===== config.mk =====
export PLATFORM = sky130hd
export DESIGN_NAME = timer8_compare_pwm_unit
export DESIGN_NICKNAME = d
export VERILOG_FILES = /design/src/rtl/timer8_pkg.sv /design/src/rtl/timer8_compare_pwm_unit.sv
export VERILOG_INCLUDE_DIRS = /design/src /design/src/rtl
export SDC_FILE = /design/constraint.sdc
export NUM_CORES = 1
export LEC_CHECK = 0
export BUFFER_PORTS_ARGS = -buffer_cell sky130_fd_sc_hd__buf_2
export CORE_ASPECT_RATIO = 1.75
export CORE_MARGIN = 2
export CORE_UTILIZATION = 55
export DETAILED_ROUTE_END_ITERATION = 6
export PLACE_DENSITY = 0.77
export SLEW_MARGIN = 20
export SYNTH_ARGS = -nofsm -noshare
export SYNTH_HDL_FRONTEND = slang
export SYNTH_SLANG_ARGS = --single-unit

===== constraint.sdc =====
create_clock -name mclk_i -period 2.95 [get_ports mclk_i]
set_input_delay 0.295 -clock mclk_i [delete_from_list [all_inputs] [get_ports mclk_i]]
set_output_delay 0.295 -clock mclk_i [all_outputs]
set_load 0.005 [all_outputs]

===== src/rtl/timer8_map.svh =====
`ifndef TIMER8_MAP_SVH
`define TIMER8_MAP_SVH

// register byte addresses on the plain register port
`define TMR_OFS_CTRL_A   8'h24
`define TMR_OFS_CTRL_B   8'h25
`define TMR_OFS_COUNT    8'h26
`define TMR_OFS_CMP_A    8'h27
`define TMR_OFS_CMP_B    8'h28
`define TMR_OFS_FLAGS    8'h29

// field positions in control register a
`define TMR_CA_ACT_A_HI  7
`define TMR_CA_ACT_A_LO  6
`define TMR_CA_ACT_B_HI  5
`define TMR_CA_ACT_B_LO  4
`define TMR_CA_WGM_HI    1
`define TMR_CA_WGM_LO    0

// field positions in control register b
`define TMR_CB_FORCE_A   7
`define TMR_CB_FORCE_B   6
`define TMR_CB_WGM2      3
`define TMR_CB_CS_HI     2
`define TMR_CB_CS_LO     0

// flag register bit positions
`define TMR_FL_MATCH_B   2
`define TMR_FL_MATCH_A   1
`define TMR_FL_OVF       0

// counter limits
`define TMR_MAX          8'hff
`define TMR_BOTTOM       8'h00

// reset values
`define TMR_RST_BYTE     8'h00
`define TMR_RST_FLAGS    3'h0

// waveform mode codes
`define TMR_WGM_NORMAL   3'h0
`define TMR_WGM_PC_FF    3'h1
`define TMR_WGM_CTC      3'h2
`define TMR_WGM_FAST_FF  3'h3
`define TMR_WGM_PC_A     3'h5
`define TMR_WGM_FAST_A   3'h7

// clock select codes
`define TMR_CS_STOP      3'h0
`define TMR_CS_DIV1      3'h1
`define TMR_CS_DIV8      3'h2
`define TMR_CS_DIV64     3'h3
`define TMR_CS_DIV256    3'h4
`define TMR_CS_DIV1024   3'h5
`define TMR_CS_EXT_FALL  3'h6
`define TMR_CS_EXT_RISE  3'h7

// prescaler taps, as log2 of the division
`define TMR_PRE_BITS     10
`define TMR_DIV8_BITS    3
`define TMR_DIV64_BITS   6
`define TMR_DIV256_BITS  8
`define TMR_DIV1024_BITS 10

`endif


===== src/rtl/timer8_pkg.sv =====
package timer8_pkg;

	// counting direction of the dual-slope modes
	typedef enum logic [0:0] {
		CNT_UP   = 1'b0,
		CNT_DOWN = 1'b1
	} count_dir_type;

	// register port request
	typedef struct packed {
		logic [7:0] addr;
		logic [7:0] wdata;
		logic       wr;
		logic       rd;
	} bus_req_type;

	// stored control fields
	typedef struct packed {
		logic [1:0] out_action_a;
		logic [1:0] out_action_b;
		logic [2:0] waveform_mode_sel;
		logic [2:0] clock_source_sel;
	} ctrl_type;

	// whole block state
	typedef struct packed {
		ctrl_type      ctrl;
		logic [7:0]    counter_value;
		logic [7:0]    cmp_a_buf;
		logic [7:0]    cmp_b_buf;
		logic [7:0]    cmp_a;
		logic [7:0]    cmp_b;
		count_dir_type dir;
		logic          block;
		logic [2:0]    flags;
		logic          wave_a;
		logic          wave_b;
		logic          oe_a;
		logic          oe_b;
		logic [9:0]    pre;
		logic [2:0]    ext_sync;
		logic [7:0]    rdata;
	} state_type;

endpackage


===== src/rtl/timer8_compare_pwm_unit.sv =====
`include "timer8_map.svh"

// Function
// nonzero action b overrides port; driver enabled only with pin direction set
// non-pwm action b: 00 off, 01 toggle, 10 clear, 11 set on match
// fast pwm b: 10 clear match/set bottom, 11 inverse, 01 reserved
// phase pwm b: 10 clear on up match, set on down match; 11 inverse
// pwm with compare b at top and action bit1: match ignored, act at top
// reserved control bits read as zero
// three-bit waveform mode split over control a and control b
// normal top ff, ctc top compare a; immediate update; overflow at max
// phase modes update at top, flag bottom; fast update bottom, flag max/top
// modes 4 and 6 reserved; max is ff, bottom is 00
// force strobe applies configured action in non-pwm modes only
// force sets no flag, never clears counter, reads as zero
// software writes zero force bits while in pwm mode
// clock select 0 stops; 1..5 divide by 1, 8, 64, 256, 1024
// select 6 counts falling, 7 rising edges of external count pin
// external edges count even when the pin is an output
// counter register has direct read and write access
// counter write suppresses compare match on next timer tick
// compare levels compared continuously; match sets flag and drives wave
// flags set on events, cleared by vector acknowledge or write one
// phase mode counts up to top, holds one tick, then counts down; the code has no hold and goes from top straight to top - 1
// count pin synchronised, edge detected; source gives one-cycle enable
module timer8_compare_pwm_unit (
	// clock and reset
	input  wire logic                 mclk_i,
	input  wire logic                 rst_i,
	// register port
	input  wire timer8_pkg::bus_req_type bus_i,
	output logic      [7:0]           rd_data_o,
	// pin side
	input  wire logic                 ext_count_in_i,
	input  wire logic                 pin_dir_a_i,
	input  wire logic                 pin_dir_b_i,
	output logic                      wave_out_a_o,
	output logic                      wave_out_b_o,
	output logic                      wave_oe_a_o,
	output logic                      wave_oe_b_o,
	// event flags and their vector acknowledge
	input  wire logic      [2:0]      vec_ack_i,
	output logic      [2:0]           flags_o
);

	timer8_pkg::state_type s_q;
	timer8_pkg::state_type s_d;

	// helper signals shared by the logic and its checks
	logic       tick;
	logic [7:0] top;
	logic       at_top;
	logic       match_a;
	logic       match_b;
	logic       force_a;
	logic       force_b;
	logic       wr_cnt;
	logic       ext_rise;
	logic       ext_fall;

	// odd mode codes are the pwm modes, reserved codes behave as non-pwm
	function automatic logic is_pwm(input logic [2:0] m);
		is_pwm = m[0];
	endfunction

	function automatic logic is_fast(input logic [2:0] m);
		is_fast = m[0] & m[1];
	endfunction

	// one waveform bit step; is_a enables the toggle that only channel a has
	function automatic logic wave_next(
		input logic       cur,
		input logic [1:0] act,
		input logic       is_a,
		input logic [2:0] m,
		input logic       match,
		input logic       ign,
		input logic       top_evt,
		input logic       down,
		input logic       force_s
	);
		logic r;
		r = cur;
		if (!is_pwm(m)) begin
			if (match || force_s) begin
				unique case (act)
					2'b00: r = cur;
					2'b01: r = ~cur;
					2'b10: r = 1'b0;
					2'b11: r = 1'b1;
				endcase
			end
		end else if (act == 2'b01) begin
			if (is_a && m[2] && match) begin
				r = ~cur;
			end
		end else if (act[1]) begin
			if (is_fast(m)) begin
				// bottom action follows the top tick, it outranks a match there
				if (top_evt) begin
					r = ~act[0];
				end else if (match && !ign) begin
					r = act[0];
				end
			end else if (top_evt && ign) begin
				r = ~act[0];
			end else if (match && !ign) begin
				r = down ? ~act[0] : act[0];
			end
		end
		wave_next = r;
	endfunction

	// register read decode; reserved and strobe bits always return zero
	function automatic logic [7:0] read_mux(
		input logic [7:0]            a,
		input timer8_pkg::state_type s
	);
		unique case (a)
			`TMR_OFS_CTRL_A: read_mux = {s.ctrl.out_action_a, s.ctrl.out_action_b, 2'b00,
				s.ctrl.waveform_mode_sel[1:0]};
			`TMR_OFS_CTRL_B: read_mux = {4'h0, s.ctrl.waveform_mode_sel[2],
				s.ctrl.clock_source_sel};
			`TMR_OFS_COUNT:  read_mux = s.counter_value;
			`TMR_OFS_CMP_A:  read_mux = s.cmp_a_buf;
			`TMR_OFS_CMP_B:  read_mux = s.cmp_b_buf;
			`TMR_OFS_FLAGS:  read_mux = {5'h00, s.flags};
			default:         read_mux = 8'h00;
		endcase
	endfunction

	// next-state logic for the whole block
	always_comb begin
		logic [2:0] m;
		logic [2:0] set_f;
		logic [2:0] clr_f;
		logic       ign_a;
		logic       ign_b;
		s_d   = s_q;
		m     = s_q.ctrl.waveform_mode_sel;
		set_f = 3'h0;
		clr_f = vec_ack_i;
		ign_a = 1'b0;
		ign_b = 1'b0;

		// external pin: two flops, then a third only for the edge compare
		s_d.ext_sync = {s_q.ext_sync[1:0], ext_count_in_i};
		ext_rise = s_q.ext_sync[1] & ~s_q.ext_sync[2];
		ext_fall = ~s_q.ext_sync[1] & s_q.ext_sync[2];

		// free-running prescaler, taps give one-cycle enables
		s_d.pre = s_q.pre + 10'h001;
		unique case (s_q.ctrl.clock_source_sel)
			`TMR_CS_STOP:     tick = 1'b0;
			`TMR_CS_DIV1:     tick = 1'b1;
			`TMR_CS_DIV8:     tick = &s_q.pre[`TMR_DIV8_BITS-1:0];
			`TMR_CS_DIV64:    tick = &s_q.pre[`TMR_DIV64_BITS-1:0];
			`TMR_CS_DIV256:   tick = &s_q.pre[`TMR_DIV256_BITS-1:0];
			`TMR_CS_DIV1024:  tick = &s_q.pre[`TMR_DIV1024_BITS-1:0];
			`TMR_CS_EXT_FALL: tick = ext_fall;
			`TMR_CS_EXT_RISE: tick = ext_rise;
		endcase

		// top source: compare a in ctc and the two compare-a pwm modes
		if (m == `TMR_WGM_CTC || m == `TMR_WGM_PC_A || m == `TMR_WGM_FAST_A) begin
			top = s_q.cmp_a;
		end else begin
			top = `TMR_MAX;
		end
		at_top = tick && (s_q.counter_value == top);

		// compare runs every cycle, the match counts on a tick not blocked
		match_a = tick && !s_q.block && (s_q.counter_value == s_q.cmp_a);
		match_b = tick && !s_q.block && (s_q.counter_value == s_q.cmp_b);
		ign_a   = is_pwm(m) && s_q.ctrl.out_action_a[1] && (s_q.cmp_a == top);
		ign_b   = is_pwm(m) && s_q.ctrl.out_action_b[1] && (s_q.cmp_b == top);

		// force strobes act only outside the pwm modes
		force_a = bus_i.wr && bus_i.addr == `TMR_OFS_CTRL_B
			&& bus_i.wdata[`TMR_CB_FORCE_A] && !is_pwm(m);
		force_b = bus_i.wr && bus_i.addr == `TMR_OFS_CTRL_B
			&& bus_i.wdata[`TMR_CB_FORCE_B] && !is_pwm(m);
		wr_cnt  = bus_i.wr && bus_i.addr == `TMR_OFS_COUNT;

		// waveform outputs from the actions in force before this write
		s_d.wave_a = wave_next(s_q.wave_a, s_q.ctrl.out_action_a, 1'b1, m, match_a,
			ign_a, at_top, s_q.dir == timer8_pkg::CNT_DOWN, force_a);
		s_d.wave_b = wave_next(s_q.wave_b, s_q.ctrl.out_action_b, 1'b0, m, match_b,
			ign_b, at_top, s_q.dir == timer8_pkg::CNT_DOWN, force_b);
		s_d.oe_a = (s_q.ctrl.out_action_a != 2'b00) && pin_dir_a_i;
		s_d.oe_b = (s_q.ctrl.out_action_b != 2'b00) && pin_dir_b_i;

		// counting sequence
		if (tick) begin
			s_d.block = 1'b0;
			if (!is_pwm(m) || is_fast(m)) begin
				s_d.dir = timer8_pkg::CNT_UP;
				s_d.counter_value = at_top ? `TMR_BOTTOM : s_q.counter_value + 8'h01;
			end else if (s_q.dir == timer8_pkg::CNT_UP) begin
				if (at_top) begin
					s_d.dir = timer8_pkg::CNT_DOWN;
					s_d.counter_value = (top == `TMR_BOTTOM) ? top : top - 8'h01;
				end else begin
					s_d.counter_value = s_q.counter_value + 8'h01;
				end
			end else if (s_q.counter_value == `TMR_BOTTOM) begin
				s_d.dir = timer8_pkg::CNT_UP;
				s_d.counter_value = 8'h01;
			end else begin
				s_d.counter_value = s_q.counter_value - 8'h01;
			end
		end

		// overflow flag point depends on the mode
		if (is_pwm(m) && !is_fast(m)) begin
			set_f[`TMR_FL_OVF] = tick && s_q.dir == timer8_pkg::CNT_DOWN
				&& s_q.counter_value == `TMR_BOTTOM;
		end else if (m == `TMR_WGM_FAST_A) begin
			set_f[`TMR_FL_OVF] = at_top;
		end else begin
			set_f[`TMR_FL_OVF] = tick && s_q.counter_value == `TMR_MAX;
		end
		set_f[`TMR_FL_MATCH_A] = match_a;
		set_f[`TMR_FL_MATCH_B] = match_b;

		// compare buffers: immediate, at top, or at bottom
		if (!is_pwm(m) || at_top) begin
			s_d.cmp_a = s_q.cmp_a_buf;
			s_d.cmp_b = s_q.cmp_b_buf;
		end

		// register writes
		if (bus_i.wr) begin
			unique case (bus_i.addr)
				`TMR_OFS_CTRL_A: begin
					s_d.ctrl.out_action_a = bus_i.wdata[`TMR_CA_ACT_A_HI:`TMR_CA_ACT_A_LO];
					s_d.ctrl.out_action_b = bus_i.wdata[`TMR_CA_ACT_B_HI:`TMR_CA_ACT_B_LO];
					s_d.ctrl.waveform_mode_sel[1:0] =
						bus_i.wdata[`TMR_CA_WGM_HI:`TMR_CA_WGM_LO];
				end
				`TMR_OFS_CTRL_B: begin
					s_d.ctrl.waveform_mode_sel[2] = bus_i.wdata[`TMR_CB_WGM2];
					s_d.ctrl.clock_source_sel = bus_i.wdata[`TMR_CB_CS_HI:`TMR_CB_CS_LO];
				end
				`TMR_OFS_COUNT: begin
					s_d.counter_value = bus_i.wdata;
					s_d.block = 1'b1;
				end
				`TMR_OFS_CMP_A: s_d.cmp_a_buf = bus_i.wdata;
				`TMR_OFS_CMP_B: s_d.cmp_b_buf = bus_i.wdata;
				`TMR_OFS_FLAGS: clr_f = clr_f | bus_i.wdata[2:0];
				default: ;
			endcase
		end

		// a flag set in the clearing cycle survives
		s_d.flags = (s_q.flags & ~clr_f) | set_f;
		s_d.rdata = bus_i.rd ? read_mux(bus_i.addr, s_q) : 8'h00;
	end

	// state register
	always_ff @(posedge mclk_i) begin
		if (rst_i) begin
			s_q <= '0;
		end else begin
			s_q <= s_d;
		end
	end

	// outputs straight from state flops
	assign rd_data_o    = s_q.rdata;
	assign wave_out_a_o = s_q.wave_a;
	assign wave_out_b_o = s_q.wave_b;
	assign wave_oe_a_o  = s_q.oe_a;
	assign wave_oe_b_o  = s_q.oe_b;
	assign flags_o      = s_q.flags;
endmodule // timer8_compare_pwm_unit


==> impl_metrics.py, run 1 <==
metrics = {
    "run_status": {
        "outcome": "finished clean",
    },
    "synth": {
        "synthSimpleGateAreaFrac": 0.237,
        "yosysTopAreaCellShare": 0.319,
        "synth-compound-area-share": 0.194,
        "ys_seq_area_frac": 0.319,
        "yosys-top-cells-count": "nor2_1, dfxtp_1, nand2_1",
        "yosysTopAreaCell": "dfxtp_1",
        "synthTopCellsByArea": "dfxtp_1, mux2i_1, nor2_1, nand2_1, xnor2_1",
        "synth_top_family_by_area": "simple AND/OR/NAND/NOR gates",
        "synth-async-reset-ratio": 0,
        "syn_nets": 658,
        "ys_warn_count": 0,
        "netlist_area_mm2": 0.00502,
        "postSynthCellCount": 625,
        "synthFlopType": "dfxtp_1",
        "synthMuxAreaShare": 0.0983,
        "postSynthAreaPerCell_um2": 8.03,
        "synth.most_common_cell": "nor2_1",
        "synth-seq-cells": 80,
        "synth_fa_ha_area_frac": 0.0175,
        "synth_cell_type_count": 67,
        "synth_edf_count": 0,
        "synthXorXnorAreaFrac": 0.0646,
    },
    "timing": {
        "fin_skew_ps": 6.03,
        "timing.hold.ws_ps": 177,
        "fmax_mhz": 341,
        "finalHoldViolCount": 0,
        "setup-violations-final": 0,
        "worst_slew_pin_slew_ps": 704,
        "slew-limit-headroom": 0.530,
        "finalMaxSlewViolations": 0,
        "rsz0062_at_grt": "yes",
        "period_share": 0.993,
        "fin_crit_ps": 2930,
    },
    "layout": {
        "fillers": 767,
        "layout-drive-gt1-share": 0.212,
        "syn_to_final_growth_pct": 17.0,
        "n_antenna_cell": 0,
        "fin_nets": 701,
    },
    "critical_path": {
        "timing.rr.start": "s_q[75]",
        "crit_required_ps": 3200,
        "arrival_ps": 3180,
        "worst-path-max-fanout": 5,
        "reg2reg_slack_ps": 20,
        "crit_path_start_kind": "register",
        "startpoint": "s_q[75]",
        "r2r-end": "wave_out_a_o",
        "worstSetupPathType": "reg -> reg",
        "endpoint_kind": "register",
        "r2r.worst_path.cells": 8,
    },
    "clock_network": {
        "root_buffer": "clkbuf_16",
        "worstSkewPairLatency_ps": 340,
        "clock_sinks": 80,
        "tritoncts": "yes",
        "cts.path.max_buffers": 2,
        "cts_made_buffers": 9,
        "clk_pin_slew_ps": 60,
        "cts_hold_buf": 0,
        "cts_max_level": 3,
    },
    "floorplanning": {
        "die-area_mm2": 0.00993,
        "num_rows": 46,
        "chipWidth_um": 76.2,
        "pin_count": 41,
        "coreArea_mm2": 0.00898,
        "start_util": 0.559,
        "die_y_um": 130,
    },
    "route": {
        "firstDrtPassIters": 5,
        "drtIter0Drc": 461,
        "wirelength_mm": 17.3,
        "routed_via_density": 6.42,
        "ant_nets": 0,
        "vias": 5090,
        "drc": 0,
        "wl_per_cell_um": 21.8,
    },
    "placed_design": {
        "globalplace.congestion": 1.01,
        "io_buffers": 40,
        "place_hpwl_mm": 12.9,
    },
    "power": {
        "vdd_drop_max_v": 0.000447,
        "power_uw": 2360,
        "leakage_uw": 0.00247,
        "p_per_area_mw_per_mm2": 403,
    },
    "global_route": {
        "grt_pass1_vias": 4943,
        "antenna_found_initial": 0,
        "grt_max_degree": 59,
        "grt_overflow": 0,
        "grt_pass1_wl_mm": 26.0,
        "grtUsageTotal": 0.343,
    },
    "hold_path": {
        "min_path_cells": 2,
        "min-delay-path-class": "in -> reg",
        "hp-start": "pin_dir_a_i",
        "whs_endpoint": "wave_oe_a_o",
    },
    "job": {
        "drv_cap": 0,
    },
}
## cells by family after synthesis
| logic type | after synthesis |
|---|---|
| AOI/OAI and AO/OA | 140 |
| muxes | 47 |
| xor gates and xnor gates | 37 |
| adders and majority gates | 7 |
| DFF | 80 |
| and+or+nand+nor | 242 |
| buffers and inverters | 72 |
## registers in the layout, indices dropped and copies added, names as in the netlist
signal	flops
wave_out_b_o	1
wave_out_a_o	1
wave_oe_a_o	1
s_d	2
rd_data_o	8
s_q	63
flags_o	3
wave_oe_b_o	1
## report_power, final
part,internal (uW),leakage [uW],switching [uW]
clock,682,0.000153,462
sequential,1090,0.000646,7.11
combinational,43.1,0.00168,81.6
total,1810,0.00247,550
## cell type report
class	count	area (um2)	area share
tap	120	150	0.0256
timing repair buffer	91	599	0.102
multi-input combinational	473	3160	0.539
inverter	13	48.8	0.00832
clock inverter	6	66.3	0.0113
sequential	80	1600	0.273
clock buffer	10	239	0.0407
## worst max-delay path by stage
stage                              end  cells after the start  slack (ps)
after global routing      wave_out_a_o                      8         -50
final                     wave_out_a_o                      8          20
after global placement         s_q[62]                     11          80
after detailed placement       s_q[63]                      9         -10
after floorplan                s_q[63]                     11          10
after CTS                 wave_out_a_o                      8           2
## critical path, stage by stage (launching register included)
cell and delay (ps):
dfxtp_1 310, buf_4 150, or4b_4 550, o221ai_2 230, a311oi_2 160, or3_4 460, or3_4 380, a2111o_1 390
o32ai_2 210
## through the flow
stage | setup WS [ps] | cell area (um2) | instances | util | setup TNS (ps)
floorplan | 11.2 | 5050 | 625 | - | 0
global placement | 84.3 | 5460 | 772 | 0.608 | 0
detailed placement | -10.4 | 5460 | 772 | 0.608 | -13.3
CTS | 2.15 | 5770 | 788 | 0.642 | 0
global route | -52.9 | 5870 | 793 | 0.654 | -73.8
finish | 20.2 | 5870 | 793 | 0.654 | 0
## layer usage
metal	routed length (um)	vias up	GRT usage
li1	-	2339	-
met1	5860	2367	0.346
met2	8600	279	0.618
met3	1140	105	0.0456
met4	1660	0	0.306
met5	0	-	0
## placed cells by master (no fill, tap or decap), types with 13 or more instances in the layout
cell / netlist / layout
a21oi_1: 32 / 31
buf_2: 2 / 40
buf_4: 13 / 49
dfxtp_1: 80 / 79
inv_1: 13 / 13
mux2i_1: 38 / 38
nand2_1: 53 / 52
nand3_1: 27 / 27
nor2_1: 86 / 84
o21ai_0: 25 / 25
xnor2_1: 19 / 19
xor2_1: 18 / 17
## repair_timing
| action | CTS | global route |
|---|---|---|
| endpoints found under the setup margin | 2 | 3 |
| setup buffers | 0 | 5 |
| pin swaps | 0 | 10 |
| resized for setup | 1 | 14 |
Power figures use the tool's default switching activity.
==> run 2, diff against run 1 <==
Settings changed: CORE_UTILIZATION 55 to 50, GPL_TIMING_DRIVEN set to 0, PLACE_DENSITY 0.77 to 0.71.
==> impl_metrics.py, run 2 (same netlist as run 1, synthesis figures left out) <==
metrics = {
    "clock_network": {
        "tritoncts": "yes",
        "clock_sinks": 80,
        "root_buffer": "clkbuf_16",
        "worstSkewPairLatency_ps": 340,
        "cts_max_level": 3,
        "cts.path.max_buffers": 2,
        "cts_hold_buf": 0,
        "clk_pin_slew_ps": 70,
        "cts_made_buffers": 9,
    },
    "floorplanning": {
        "die_y_um": 137,
        "coreArea_mm2": 0.00979,
        "chipWidth_um": 79.7,
        "pin_count": 41,
        "start_util": 0.512,
        "num_rows": 48,
        "die-area_mm2": 0.0109,
    },
    "layout": {
        "largest_register_ffs": 63,
        "final_core_util": 0.613,
        "syn_to_final_growth_pct": 19.6,
        "fin_nets": 718,
        "layout-drive-gt1-share": 0.212,
        "layout_commonest_cell": "nor2_1",
        "finish.instance_area_mm2": 0.00600,
        "n_antenna_cell": 0,
        "fillers": 890,
        "regMostFlops": "s_q",
        "final_cell_mix": "nor2_1, dfxtp_1, nand2_1",
    },
    "route": {
        "drtIter0Drc": 528,
        "drc": 0,
        "wl_per_cell_um": 23.0,
        "routed_via_density": 6.39,
        "wirelength_mm": 18.7,
        "firstDrtPassIters": 7,
        "vias": 5206,
        "ant_nets": 0,
    },
    "power": {
        "p_int_uw": 1820,
        "p_seq_frac": 0.454,
        "power_switching_uw": 589,
        "p_comb_frac": 0.054,
        "pwr-share-clk": 0.492,
        "p_per_area_mw_per_mm2": 402,
        "swShare": 0.244,
        "leakage_uw": 0.00243,
        "vdd_drop_max_v": 0.000445,
    },
    "job": {
        "drv_cap": 0,
    },
    "timing": {
        "setup-violations-final": 3,
        "fin_crit_ps": 3000,
        "finalMaxSlewViolations": 0,
        "finalWorstSetupSlack_ps": -45.2,
        "rsz0062_at_grt": "yes",
        "slew-limit-headroom": 0.429,
        "worst_slew_pin_slew_ps": 851,
        "finalHoldViolCount": 0,
        "fmax_mhz": 334,
        "fin_skew_ps": 5.91,
        "period_share": 1.02,
    },
    "placed_design": {
        "place_hpwl_mm": 13.7,
        "io_buffers": 39,
        "post_dp_cell_area_mm2": 0.00541,
        "globalplace.congestion": 0.980,
    },
    "global_route": {
        "grtUsageTotal": 0.352,
        "grt_pass1_wl_mm": 28.2,
        "grt_overflow": 0,
        "grt_pass1_vias": 4932,
        "grt_max_degree": 16,
        "antenna_found_initial": 0,
    },
    "critical_path": {
        "crit_required_ps": 3230,
        "worst-path-max-fanout": 4,
        "endpoint_kind": "register",
        "arrival_ps": 3280,
        "path_buf_inv": 2,
        "cp_top_family": "simple AND/OR/NAND/NOR gates",
        "crit_path_start_kind": "register",
        "critPathSlowestCell": "or4b_4",
        "cpPeakStageDelay_ps": 490,
        "worstSetupPathType": "reg -> reg",
        "crit_path_cell_trace": "or3b_1 > buf_6 > a21oi_4 > ha_2 > or4b_4 > a2111oi_4 > buf_4 > xor2_2 > nand2_1 > o31ai_1 > a21oi_1 > nor2_1",
    },
    "run_status": {
        "violations": "negative setup slack",
        "outcome": "finished, violations left",
    },
    "hold_path": {
        "min-delay-path-class": "in -> reg",
    },
}
==> run 2: power by group through the flow <==
stage	clock (uW)	sequential, uW	combinational (uW)
floorplan	0	1120	69.4
global placement	0	1120	125
detailed placement	0	1120	127
CTS	1190	1090	128
global route	1230	1100	141
finish	1190	1100	131
==> run 2: through the flow <==
| stage | hold slack, ps | setup WS [ps] | TNS, ps | power (uW) | cells |
|---|---|---|---|---|---|
| floorplan | 414 | 11.2 | 0 | 1190 | 625 |
| global placement | 430 | -395 | -7510 | 1240 | 789 |
| detailed placement | 443 | -505 | -5470 | 1250 | 789 |
| CTS | 166 | -52.9 | -94.2 | 2410 | 814 |
| global route | 181 | -148 | -957 | 2470 | 815 |
| finish | 162 | -45.2 | -89.3 | 2410 | 815 |
==> run 2: final timing paths <==
kind,startpoint,to,slack [ps],cells past startpoint
worst max-delay path,s_q[74],s_q[62],-50,12
worst min register to register,s_d[9],s_d[10],460,1
worst max register to register,s_q[74],s_q[62],-50,12
worst min-delay path,ext_count_in_i,s_d[9],160,2
==> run 2: layer usage <==
| metal | share of wire | track usage | wire [um] |
|---|---|---|---|
| met5 | 0 | 0 | 0 |
| met4 | 0.083 | 0.239 | 1550 |
| met3 | 0.057 | 0.0343 | 1070 |
| met2 | 0.51 | 0.626 | 9560 |
| met1 | 0.35 | 0.387 | 6570 |
==> run 2: layout make-up <==
class / count / area [um2] / share of cell area
plain buffers: 51 / 275 / 0.0459
clock buffers: 10 / 239 / 0.0398
clock inverters: 6 / 76.3 / 0.0127
inverters: 13 / 48.8 / 0.00813
multi-input cells: 473 / 3260 / 0.543
flip-flops and latches: 80 / 1600 / 0.267
well taps: 125 / 156 / 0.0261
repair buffers: 57 / 342 / 0.0569
==> run 2: worst reg2reg max path: stages (launching register included) <==
cell	delay [ps]
dfxtp_2	370
or3b_1	370
buf_6	140
a21oi_4	140
ha_2	190
or4b_4	490
a2111oi_4	390
buf_4	200
xor2_2	190
nand2_1	80
o31ai_1	190
a21oi_1	90
nor2_1	100
==> run 2: repair_timing <==
item / in CTS / in global routing
gates cloned: 0 / 0
resized for setup: 19 / 31
pin swaps: 17 / 18
setup buffers: 12 / 6
setup endpoints to repair: 27 / 27
